--- src/design/mac_ctrl_defs.svh ---
// Register offsets, field positions, reset values and timing figures of the MAC control block.
`ifndef MAC_CTRL_DEFS_SVH
`define MAC_CTRL_DEFS_SVH

// ****************************************************************
// Register byte offsets
// ****************************************************************
`define OPMODE_OFS 8'h00
`define LINKSTAT_OFS 8'h04
`define SERTXRX_OFS 8'h08
`define STATUS_OFS 8'h0C

// ****************************************************************
// Field positions
// ****************************************************************
`define OPM_RX_START 1
`define OPM_FULL_DUPLEX 9
`define OPM_TX_START 13
`define OPM_CAPTURE 17
`define OPM_ENH_CAPTURE 31
`define LS_NEG_LO 12
`define LS_NEG_HI 14
`define LS_PARTNER_LO 21
`define LS_PARTNER_HI 25
`define SI_ADV_10HD 6
`define SI_ANEG_EN 7
`define SI_ADV_LO 16
`define SI_ADV_HI 18
`define ST_ANEG_DONE 0
`define ST_LINK_PASS 1
`define ST_TX_RUN 2
`define ST_RX_RUN 3

// ****************************************************************
// Field values and reset values
// ****************************************************************
`define NEG_IDLE 3'h0
`define NEG_RESTART 3'h1
`define NEG_BUSY 3'h2
`define NEG_COMPLETE 3'h5
`define OPMODE_RST 32'h00000000
`define SERTXRX_RST 32'h00000000
`define RESP_OKAY 2'h0
`define RESP_SLVERR 2'h2

// ****************************************************************
// Timing
// ****************************************************************
`define CLK_PERIOD_PS 5000
`define LINK_WAIT_MS 1000
`define SLOT_TIME_NS 51200
`define LINK_WAIT_CYC (64'd1000000000 * `LINK_WAIT_MS / `CLK_PERIOD_PS)
`define SLOT_CYC ((`SLOT_TIME_NS * 1000 + `CLK_PERIOD_PS - 1) / `CLK_PERIOD_PS)
`define BACKOFF_LIMIT 10

`endif

--- src/design/mac_ctrl_pkg.sv ---
// Types shared by the MAC control block.
package mac_ctrl_pkg;

	typedef enum logic [5:0] {
		ST_IDLE = 6'h01,
		ST_SILENT = 6'h02,
		ST_NEGOTIATE = 6'h04,
		ST_LINK_TEST = 6'h08,
		ST_NO_COMMON = 6'h10,
		ST_LINK_UP = 6'h20
	} aneg_state_e;

	typedef enum logic [2:0] {
		MODE_NONE = 3'h0,
		MODE_10HD = 3'h1,
		MODE_10FD = 3'h2,
		MODE_TXHD = 3'h3,
		MODE_TXFD = 3'h4,
		MODE_T4 = 3'h5
	} link_mode_e;

endpackage

--- src/design/backoff_timer.sv ---
// Collision backoff timer with 2-0 and stopped backoff variants.
`timescale 1ns/100ps
`include "mac_ctrl_defs.svh"

module backoff_timer #(
	parameter int SLOT_CYCLES = `SLOT_CYC
) (
	// Clock and reset
	input wire logic clk,
	input wire logic nrst,
	// Backoff request
	input wire logic i_start,
	input wire logic [3:0] i_attempt,
	input wire logic i_two_zero,
	input wire logic i_stop_en,
	input wire logic i_chan_busy,
	// Backoff state
	output logic o_busy,
	output logic o_done
);

	localparam int CW = $clog2(SLOT_CYCLES + 1);

	logic [15:0] lfsr_q;
	logic [9:0] slots_q;
	logic [9:0] slots_d;
	logic [9:0] mask;
	logic [3:0] k;
	logic [CW-1:0] cyc_q;
	logic busy_q;
	logic done_q;
	logic stop_q;

	// Free-running so the sampled value depends on when collisions occur.
	always_ff @(posedge clk or negedge nrst) begin
		if (!nrst) begin
			lfsr_q <= 16'hACE1;
		end else begin
			lfsr_q <= {lfsr_q[14:0], lfsr_q[15] ^ lfsr_q[13] ^ lfsr_q[12] ^ lfsr_q[10]};
		end
	end

	always_comb begin
		k = (i_attempt > 4'(`BACKOFF_LIMIT)) ? 4'(`BACKOFF_LIMIT) : i_attempt;
		mask = ~(10'h3FF << k);
		if (i_two_zero && i_attempt == 4'h1) begin
			slots_d = 10'h002;
		end else if (i_two_zero && i_attempt == 4'h2) begin
			slots_d = 10'h000;
		end else begin
			slots_d = lfsr_q[9:0] & mask;
		end
	end

	always_ff @(posedge clk or negedge nrst) begin
		if (!nrst) begin
			busy_q <= 1'b0;
			done_q <= 1'b0;
			stop_q <= 1'b0;
			slots_q <= 10'h000;
			cyc_q <= '0;
		end else begin
			done_q <= 1'b0;
			if (i_start) begin
				busy_q <= 1'b1;
				slots_q <= slots_d;
				cyc_q <= '0;
				stop_q <= i_stop_en;
			end else if (busy_q) begin
				if (stop_q && i_chan_busy) begin
					cyc_q <= cyc_q;
				end else if (slots_q == 10'h000) begin
					busy_q <= 1'b0;
					done_q <= 1'b1;
				end else if (cyc_q == CW'(SLOT_CYCLES - 1)) begin
					cyc_q <= '0;
					slots_q <= slots_q - 10'h001;
				end else begin
					cyc_q <= cyc_q + CW'(1);
				end
			end
		end
	end

	assign o_busy = busy_q;
	assign o_done = done_q;
endmodule

--- src/design/duplex_autoneg_backoff_ctrl.sv ---
// Duplex, link negotiation and capture-effect backoff control of a 10/100 MAC.
`timescale 1ns/100ps
`include "mac_ctrl_defs.svh"

module duplex_autoneg_backoff_ctrl #(
	parameter longint LINK_WAIT_CYCLES = `LINK_WAIT_CYC,
	parameter int SLOT_CYCLES = `SLOT_CYC
) (
	// Clock and reset
	input wire logic I_SYS_CLK,
	input wire logic I_NRST,
	// AXI4-Lite write
	input wire logic I_AWVALID,
	output logic O_AWREADY,
	input wire logic [7:0] I_AWADDR,
	input wire logic I_WVALID,
	output logic O_WREADY,
	input wire logic [31:0] I_WDATA,
	input wire logic [3:0] I_WSTRB,
	output logic O_BVALID,
	input wire logic I_BREADY,
	output logic [1:0] O_BRESP,
	// AXI4-Lite read
	input wire logic I_ARVALID,
	output logic O_ARREADY,
	input wire logic [7:0] I_ARADDR,
	output logic O_RVALID,
	input wire logic I_RREADY,
	output logic [31:0] O_RDATA,
	output logic [1:0] O_RRESP,
	// Link side pins
	input wire logic I_CARRIER,
	input wire logic I_COLLISION,
	input wire logic I_LINK_PASS,
	input wire logic I_PARTNER_VALID,
	input wire logic [4:0] I_PARTNER_CODE,
	output logic O_LINK_PULSE_EN,
	output logic O_PATH_EN,
	output logic [2:0] O_LINK_MODE,
	output logic O_FULL_DUPLEX,
	output logic O_ANEG_DONE,
	// Transmit engine
	input wire logic I_TX_OK,
	input wire logic I_TX_COLL,
	input wire logic [3:0] I_TX_ATTEMPT,
	input wire logic I_FRAME_SENSED,
	output logic O_CARRIER,
	output logic O_COLLISION,
	output logic O_TX_RUN,
	output logic O_RX_RUN,
	output logic O_BACKOFF_BUSY,
	output logic O_BACKOFF_DONE
);

	localparam int NSYNC = 9;

	logic [NSYNC-1:0] pin_raw;
	logic [NSYNC-1:0] sync1_q;
	logic [NSYNC-1:0] sync2_q;
	logic crs_s;
	logic col_s;
	logic lpass_s;
	logic pvalid_s;
	logic [4:0] pcode_s;
	logic [31:0] opmode_q;
	logic [31:0] sertxrx_q;
	logic [4:0] partner_q;
	logic done_sticky_q;
	logic lpass_sticky_q;
	logic up_q;
	logic bvalid_q;
	logic rvalid_q;
	logic [1:0] bresp_q;
	logic [1:0] rresp_q;
	logic [31:0] rdata_q;
	logic wr_go;
	logic rd_go;
	logic restart_wr;
	logic done_clr;
	mac_ctrl_pkg::aneg_state_e state_q;
	mac_ctrl_pkg::link_mode_e mode_q;
	mac_ctrl_pkg::link_mode_e mode_d;
	logic [27:0] tmr_q;
	logic tmr_end;
	logic aneg_en;
	logic aneg_en_q;
	logic done_q;
	logic [2:0] neg_field;
	logic fd_eff;
	logic two_zero_q;

	// ****************************************************************
	// Pin synchronisers
	// ****************************************************************
	assign pin_raw = {I_PARTNER_CODE, I_PARTNER_VALID, I_LINK_PASS, I_COLLISION, I_CARRIER};

	genvar g;
	generate
		for (g = 0; g < NSYNC; g++) begin : g_sync
			always_ff @(posedge I_SYS_CLK or negedge I_NRST) begin
				if (!I_NRST) begin
					sync1_q[g] <= 1'b0;
					sync2_q[g] <= 1'b0;
				end else begin
					sync1_q[g] <= pin_raw[g];
					sync2_q[g] <= sync1_q[g];
				end
			end
		end
	endgenerate

	assign crs_s = sync2_q[0];
	assign col_s = sync2_q[1];
	assign lpass_s = sync2_q[2];
	assign pvalid_s = sync2_q[3];
	assign pcode_s = sync2_q[8:4];

	// ****************************************************************
	// AXI4-Lite slave
	// ****************************************************************
	// Address and data are taken together, which keeps a single write path.
	assign wr_go = I_AWVALID && I_WVALID && !bvalid_q;
	assign rd_go = I_ARVALID && !rvalid_q;
	assign O_AWREADY = wr_go;
	assign O_WREADY = wr_go;
	assign O_ARREADY = rd_go;
	assign O_BVALID = bvalid_q;
	assign O_BRESP = bresp_q;
	assign O_RVALID = rvalid_q;
	assign O_RDATA = rdata_q;
	assign O_RRESP = rresp_q;
	assign restart_wr = wr_go && I_AWADDR == `LINKSTAT_OFS && I_WSTRB[1]
		&& I_WDATA[`LS_NEG_HI:`LS_NEG_LO] == `NEG_RESTART;
	assign done_clr = wr_go && I_AWADDR == `STATUS_OFS && I_WSTRB[0] && I_WDATA[`ST_ANEG_DONE];

	always_ff @(posedge I_SYS_CLK or negedge I_NRST) begin
		if (!I_NRST) begin
			opmode_q <= `OPMODE_RST;
			sertxrx_q <= `SERTXRX_RST;
		end else if (wr_go) begin
			for (int b = 0; b < 4; b++) begin
				if (I_WSTRB[b] && I_AWADDR == `OPMODE_OFS) begin
					opmode_q[b*8 +: 8] <= I_WDATA[b*8 +: 8];
				end
				if (I_WSTRB[b] && I_AWADDR == `SERTXRX_OFS) begin
					sertxrx_q[b*8 +: 8] <= I_WDATA[b*8 +: 8];
				end
			end
		end
	end

	always_ff @(posedge I_SYS_CLK or negedge I_NRST) begin
		if (!I_NRST) begin
			bvalid_q <= 1'b0;
			bresp_q <= `RESP_OKAY;
		end else if (wr_go) begin
			bvalid_q <= 1'b1;
			bresp_q <= (I_AWADDR == `OPMODE_OFS || I_AWADDR == `LINKSTAT_OFS
				|| I_AWADDR == `SERTXRX_OFS || I_AWADDR == `STATUS_OFS) ? `RESP_OKAY : `RESP_SLVERR;
		end else if (I_BREADY) begin
			bvalid_q <= 1'b0;
		end
	end

	always_ff @(posedge I_SYS_CLK or negedge I_NRST) begin
		if (!I_NRST) begin
			rvalid_q <= 1'b0;
			rresp_q <= `RESP_OKAY;
			rdata_q <= 32'h00000000;
		end else if (rd_go) begin
			rvalid_q <= 1'b1;
			rresp_q <= `RESP_OKAY;
			unique case (I_ARADDR)
				`OPMODE_OFS: rdata_q <= opmode_q;
				`SERTXRX_OFS: rdata_q <= sertxrx_q;
				`LINKSTAT_OFS: begin
					rdata_q <= 32'h00000000;
					rdata_q[`LS_PARTNER_HI:`LS_PARTNER_LO] <= partner_q;
					rdata_q[`LS_NEG_HI:`LS_NEG_LO] <= neg_field;
					rdata_q[2:0] <= mode_q;
				end
				`STATUS_OFS: begin
					rdata_q <= 32'h00000000;
					rdata_q[`ST_ANEG_DONE] <= done_sticky_q;
					rdata_q[`ST_LINK_PASS] <= lpass_sticky_q;
					rdata_q[`ST_TX_RUN] <= O_TX_RUN;
					rdata_q[`ST_RX_RUN] <= O_RX_RUN;
				end
				default: begin
					rdata_q <= 32'h00000000;
					rresp_q <= `RESP_SLVERR;
				end
			endcase
		end else if (I_RREADY) begin
			rvalid_q <= 1'b0;
		end
	end

	// A new event in the clearing cycle keeps the flag set.
	always_ff @(posedge I_SYS_CLK or negedge I_NRST) begin
		if (!I_NRST) begin
			done_sticky_q <= 1'b0;
			lpass_sticky_q <= 1'b0;
			up_q <= 1'b0;
		end else begin
			up_q <= state_q == mac_ctrl_pkg::ST_LINK_UP;
			done_sticky_q <= done_q || (done_sticky_q && !done_clr);
			lpass_sticky_q <= (state_q == mac_ctrl_pkg::ST_LINK_UP && !up_q)
				|| (lpass_sticky_q && !(wr_go && I_AWADDR == `STATUS_OFS
				&& I_WSTRB[0] && I_WDATA[`ST_LINK_PASS]));
		end
	end

	// ****************************************************************
	// Link negotiation
	// ****************************************************************
	assign aneg_en = sertxrx_q[`SI_ANEG_EN];
	assign tmr_end = tmr_q == 28'(LINK_WAIT_CYCLES - 1);

	always_comb begin
		logic [2:0] a;
		logic hd;
		logic fd;
		logic [4:0] p;
		a = sertxrx_q[`SI_ADV_HI:`SI_ADV_LO];
		hd = sertxrx_q[`SI_ADV_10HD];
		fd = opmode_q[`OPM_FULL_DUPLEX];
		p = partner_q;
		if (p[3] && a[1]) mode_d = mac_ctrl_pkg::MODE_TXFD;
		else if (p[2] && a == 3'h1) mode_d = mac_ctrl_pkg::MODE_TXHD;
		else if (p[4:2] == 3'h1 && a[0]) mode_d = mac_ctrl_pkg::MODE_TXHD;
		else if (p[1] && a == 3'h0 && fd) mode_d = mac_ctrl_pkg::MODE_10FD;
		else if (p[4:1] == 4'h1 && fd) mode_d = mac_ctrl_pkg::MODE_10FD;
		else if (p[0] && a == 3'h0 && hd && !fd) mode_d = mac_ctrl_pkg::MODE_10HD;
		else if (p == 5'h01 && hd) mode_d = mac_ctrl_pkg::MODE_10HD;
		else if (p[4] && a[2:1] == 2'h2) mode_d = mac_ctrl_pkg::MODE_T4;
		else if (p[4:3] == 2'h2 && a[2]) mode_d = mac_ctrl_pkg::MODE_T4;
		else mode_d = mac_ctrl_pkg::MODE_NONE;
	end

	always_ff @(posedge I_SYS_CLK or negedge I_NRST) begin
		if (!I_NRST) begin
			state_q <= mac_ctrl_pkg::ST_IDLE;
			tmr_q <= 28'h0000000;
			aneg_en_q <= 1'b0;
			done_q <= 1'b0;
			partner_q <= 5'h00;
			mode_q <= mac_ctrl_pkg::MODE_NONE;
		end else begin
			aneg_en_q <= aneg_en;
			done_q <= 1'b0;
			tmr_q <= tmr_end ? tmr_q : tmr_q + 28'h0000001;
			if (!aneg_en) begin
				state_q <= mac_ctrl_pkg::ST_IDLE;
			end else if (restart_wr || !aneg_en_q) begin
				state_q <= mac_ctrl_pkg::ST_SILENT;
				tmr_q <= 28'h0000000;
			end else begin
				unique case (state_q)
					mac_ctrl_pkg::ST_IDLE: begin
						state_q <= mac_ctrl_pkg::ST_SILENT;
						tmr_q <= 28'h0000000;
					end
					mac_ctrl_pkg::ST_SILENT: if (tmr_end) begin
						state_q <= mac_ctrl_pkg::ST_NEGOTIATE;
					end
					mac_ctrl_pkg::ST_NEGOTIATE: if (pvalid_s) begin
						partner_q <= pcode_s;
						state_q <= mac_ctrl_pkg::ST_LINK_TEST;
						tmr_q <= 28'h0000000;
					end
					mac_ctrl_pkg::ST_LINK_TEST: begin
						mode_q <= mode_d;
						if (tmr_q == 28'h0000000) begin
							done_q <= 1'b1;
						end
						if (mode_d == mac_ctrl_pkg::MODE_NONE) begin
							state_q <= mac_ctrl_pkg::ST_NO_COMMON;
						end else if (lpass_s) begin
							state_q <= mac_ctrl_pkg::ST_LINK_UP;
						end else if (tmr_end) begin
							state_q <= mac_ctrl_pkg::ST_SILENT;
							tmr_q <= 28'h0000000;
						end
					end
					mac_ctrl_pkg::ST_NO_COMMON: if (tmr_end) begin
						state_q <= mac_ctrl_pkg::ST_SILENT;
						tmr_q <= 28'h0000000;
					end
					mac_ctrl_pkg::ST_LINK_UP: if (!lpass_s) begin
						state_q <= mac_ctrl_pkg::ST_SILENT;
						tmr_q <= 28'h0000000;
					end
				endcase
			end
		end
	end

	always_comb begin
		unique case (state_q)
			mac_ctrl_pkg::ST_IDLE: neg_field = `NEG_IDLE;
			mac_ctrl_pkg::ST_SILENT: neg_field = `NEG_RESTART;
			mac_ctrl_pkg::ST_NEGOTIATE: neg_field = `NEG_BUSY;
			default: neg_field = `NEG_COMPLETE;
		endcase
	end

	assign O_ANEG_DONE = done_q;
	assign O_LINK_MODE = mode_q;
	assign O_LINK_PULSE_EN = state_q != mac_ctrl_pkg::ST_SILENT;
	assign O_PATH_EN = !aneg_en || state_q == mac_ctrl_pkg::ST_LINK_UP;

	// ****************************************************************
	// Duplex and process control
	// ****************************************************************
	assign fd_eff = opmode_q[`OPM_FULL_DUPLEX] && (!aneg_en || mode_q == mac_ctrl_pkg::MODE_10FD
		|| mode_q == mac_ctrl_pkg::MODE_TXFD);
	assign O_FULL_DUPLEX = fd_eff;
	assign O_CARRIER = crs_s && !fd_eff;
	assign O_COLLISION = col_s && !fd_eff;
	assign O_TX_RUN = opmode_q[`OPM_TX_START] && O_PATH_EN;
	assign O_RX_RUN = opmode_q[`OPM_RX_START] && O_PATH_EN;

	// ****************************************************************
	// Capture-effect backoff
	// ****************************************************************
	always_ff @(posedge I_SYS_CLK or negedge I_NRST) begin
		if (!I_NRST) begin
			two_zero_q <= 1'b0;
		end else begin
			two_zero_q <= (opmode_q[`OPM_CAPTURE] && I_TX_OK)
				|| (two_zero_q && !I_FRAME_SENSED && opmode_q[`OPM_CAPTURE]);
		end
	end

	backoff_timer #(
		.SLOT_CYCLES(SLOT_CYCLES)
	) u_backoff (
		.clk(I_SYS_CLK),
		.nrst(I_NRST),
		.i_start(I_TX_COLL && !fd_eff),
		.i_attempt(I_TX_ATTEMPT),
		.i_two_zero(two_zero_q),
		.i_stop_en(opmode_q[`OPM_ENH_CAPTURE] && two_zero_q && I_TX_ATTEMPT == 4'h1),
		.i_chan_busy(crs_s),
		.o_busy(O_BACKOFF_BUSY),
		.o_done(O_BACKOFF_DONE)
	);
endmodule

--- config.mk ---
export PLATFORM = sky130hd
export DESIGN_NAME = duplex_autoneg_backoff_ctrl
export DESIGN_NICKNAME = d
export VERILOG_FILES = /design/src/design/mac_ctrl_pkg.sv /design/src/design/backoff_timer.sv /design/src/design/duplex_autoneg_backoff_ctrl.sv
export VERILOG_INCLUDE_DIRS = /design/src /design/src/design
export SDC_FILE = /design/constraint.sdc
export NUM_CORES = 1
export LEC_CHECK = 0
export BUFFER_PORTS_ARGS = -buffer_cell sky130_fd_sc_hd__buf_2
export CAP_MARGIN = 20
export CORE_MARGIN = 10
export CORE_UTILIZATION = 30
export DETAILED_ROUTE_END_ITERATION = 16
export MAX_ROUTING_LAYER = met4
export SKIP_CTS_REPAIR_TIMING = 1
export SYNTH_ARGS = -nofsm -noshare
export SYNTH_HDL_FRONTEND = slang
export SYNTH_SLANG_ARGS = --single-unit
--- constraint.sdc ---
create_clock -name I_SYS_CLK -period 2.3 [get_ports I_SYS_CLK]
set_input_delay 0.23 -clock I_SYS_CLK [delete_from_list [all_inputs] [get_ports I_SYS_CLK]]
set_output_delay 0.23 -clock I_SYS_CLK [all_outputs]
set_load 0.005 [all_outputs]
==> out/results.tsv <==
stage	metric	value	unit
sta	fin_ws	0.112	ns
worst_setup_path	end_kind	output port	
yosys	synth_top_area_share	52.7	%
global_route	overflow	0	
yosys	yosys.area.top_type	dfrtp_1	
clock_network	cts_root_buffer	clkbuf_16	
sta	final.setup_skew	0.0140	ns
routing	avgViaCountPerCell	4.87	
clock_network	cts_sinks	209	
layout	drive_gt1_share	31.7	%
layout	fill_cells	3075	
yosys	synth.ff_latch_count	209	
routing	vias	7188	
clock_network	htree_levels	1	
yosys	yosysWarningCount	0	
place	hpwl	18900	microns
place	numPortBuffers	126	
yosys	synth_ff_type	dfrtp_1	
floorplanning	std_cell_rows	65	
outcome	violations	hold timing	
global_route	grt_pass1_vias	7097	
global_route	grt_pass1_wl	40200	microns
power_and_ir_drop	power.total	0.00855	W
global_route	grtUsageTotal	13.1	%
worst_setup_path	cp.required	2.07	ns
sta	fin_crit_sh	95.1	%
floorplanning	pin_count	129	
worst_setup_path	crit_fanout	3	
yosys	yosys.area_share.simple	16.9	%
yosys	synth.most_common_cell	dfrtp_1	
place	place_congestion	0.868	
floorplanning	die_w	198	microns
yosys	yosys-top-cells-count	dfrtp_1, nand2_1, mux2_2	
routing	ant_nets	0	
clock_network	cts_buffer_depth	3	
flow_run	drv_cap	0	
yosys	syn_inst	843	
routing	drc	0	
floorplanning	die-height	198	microns
sta	slew_headroom	48.0	%
yosys	synth.distinct_cells	76	
yosys	synthMuxAreaShare	12.3	%
clock_network	cts_buffers	24	
sta	hold_slack	-0.0110	ns
power_and_ir_drop	cellPowerDensity	701	nW/um^2
yosys	synthAdderAreaFrac	0.659	%
routing	drt_iter0_drc	450	
sta	finalSetupViolCount	0	
worst_setup_path	cp.arrival	1.96	ns
outcome	outcome	finished with violations	
worst_setup_path	cp-start-kind	flip-flop	
clock_network	cts_tree	yes	
power_and_ir_drop	vdd_drop_max	373	uV
layout	utilization	38.8	%
yosys	synth_top_family_by_area	simple AND/OR/NAND/NOR gates	
yosys	synth_edf_count	0	
sta	tightest_slew	0.778	ns
yosys	avgSynthCellArea	11.3	sq um
sta	fmax	457	MHz
global_route	antenna_found_initial	2	
sta	hold_viol_final	2	
layout	syn2layout_area_growth	28.4	%
routing	dr.pass1.iters	5	
routing	wirelength	25600	microns
clock_network	clk_latency	0.52	ns
worst_setup_path	critPathKind	flip-flop to output port	
yosys	async_flop_share	100	%
layout	nets	1134	
sta	min_period	2.19	ns
yosys	ys_seq_area_share	55.2	%
yosys	synth_compound_area_share	8.09	%
yosys	synth_xor_area_share	4.24	%
sta	finalSetupTns	0	ns
clock_network	cts.clk_slew.worst_paths	0.06	ns
global_route	grt_max_degree	91	
power_and_ir_drop	power_leakage	5.72	nW
floorplanning	die-area	39200	sq um
yosys	synthTopCellsByArea	dfrtp_1, mux2_2, mux2i_1, nand2_1, nor2_1	
place	dp_slack	-0.0851	ns
floorplanning	core-area	31400	sq um
routing	wl_per_cell	17.4	microns
yosys	syn-cell-area	9490	sq um
sta	slew_viol_final	0	
floorplanning	start_util	30.2	%
hold_path	hold_class	primary input to flip-flop	
==> metal layers <==
layer  global-route usage [%]  part of all wire [%]
met1                     17.0                    46
met2                     20.6                    46
met3                     2.72                   6.4
met4                     3.27                   1.9
met5                        -                     0
==> power breakdown <==
group | total [W] | switching, W | internal [W]
Combinational | 0.000730 | 0.000409 | 0.000321
Sequential | 0.00399 | 0.000167 | 0.00382
Clock | 0.00383 | 0.00148 | 0.00235
Total | 0.00855 | 0.00206 | 0.00649
==> through the flow <==
stage / instance area (sq um) / instances
floorplan: 9500 / 844
global placement: 10900 / 1386
detailed placement: 10900 / 1386
CTS: 11700 / 1429
global route: 12200 / 1475
finish: 12200 / 1475
==> worst max-delay path: stages (launching register included) <==
cell and delay (ns):
dfrtp_1 0.39, xnor2_1 0.13, o21ai_0 0.27, buf_4 0.19
nand2_1 0.06, buf_4 0.14, and2_1 0.14, buf_2 0.12
==> placed cells by master, fill, tap and decap left out, types with 4 or more instances in the layout <==
| cell | instances |
|---|---|
| nor4_1 | 11 |
| xnor2_1 | 28 |
| buf_4 | 45 |
| nand2b_1 | 7 |
| or3_1 | 11 |
| or2_2 | 4 |
| a22oi_1 | 4 |
| a31oi_1 | 4 |
| nor3_1 | 22 |
| ha_1 | 5 |
| mux2i_1 | 29 |
| nor2b_1 | 6 |
| a211oi_1 | 4 |
| nor2_1 | 71 |
| nand3_1 | 27 |
| inv_1 | 13 |
| dfrtp_1 | 198 |
| buf_2 | 125 |
| nand3_2 | 6 |
| clkbuf_8 | 9 |
| o211ai_1 | 6 |
| dfstp_2 | 9 |
| clkbuf_16 | 25 |
| a21oi_1 | 32 |
| nand2_1 | 75 |
| dlygate4sd3_1 | 41 |
| and3_1 | 10 |
| buf_12 | 6 |
| o21ai_0 | 53 |
| xor2_1 | 18 |
| mux2_2 | 72 |
| clkbuf_1 | 4 |
| nand4_1 | 12 |
| and2_1 | 6 |
==> state kept, by name, summed over array words and instances, names as in the netlist, 3 cells and up <==
register / count
u_backoff.lfsr_q: 16
O_LINK_MODE: 3
tmr_q: 28
opmode_q: 32
state_q: 6
O_RDATA: 32
partner_q: 5
u_backoff.slots_q: 10
pcode_s: 5
sertxrx_q: 32
u_backoff.cyc_q: 14
sync1_q: 9
==> worst paths after layout <==
kind,start,end,slack (ns),cells after the start
setup / recovery,O_LINK_MODE[1]$_DFFE_PN0P_,O_COLLISION,0.11,7
hold / removal,I_WDATA[0],opmode_q[0]$_DFFE_PN0P_,-0.01,2
setup reg to reg,state_q[3]$_DFFE_PN0P_,tmr_q[3]$_DFF_PN0_,0.12,8
hold reg to reg,sync1_q[8]$_DFF_PN0_,pcode_s[4]$_DFF_PN0_,0.35,0
max in group asynchronous,I_NRST,u_backoff.lfsr_q[5]$_DFF_PN1_,1.52,3
min in group asynchronous,I_NRST,O_RDATA[2]$_DFFE_PN0P_,0.09,2
==> cell type report <==
type / instances / area [sq um] / share of cell area, %
Tap cell: 402 / 503 / 4.13
Sequential cell: 209 / 5240 / 43.0
Antenna cell: 2 / 5.00 / 0.0410
Inverter: 14 / 55.1 / 0.452
Clock inverter: 6 / 60.1 / 0.493
Multi-Input combinational cell: 587 / 4070 / 33.4
Clock buffer: 37 / 751 / 6.16
Timing Repair Buffer: 218 / 1510 / 12.4
==> cell families (layout without fill, tap and decap cells) <==
family	count (synthesis)	in the layout
DFF	209	209
buffers and inverters	49	275
adders and majority gates	5	5
other	1	4
muxes	104	104
AOI/OAI and AO/OA	127	128
and+or+nand+nor	302	302
xor gates and xnor gates	46	46
Note: power is estimated with default switching activity, not from simulation.
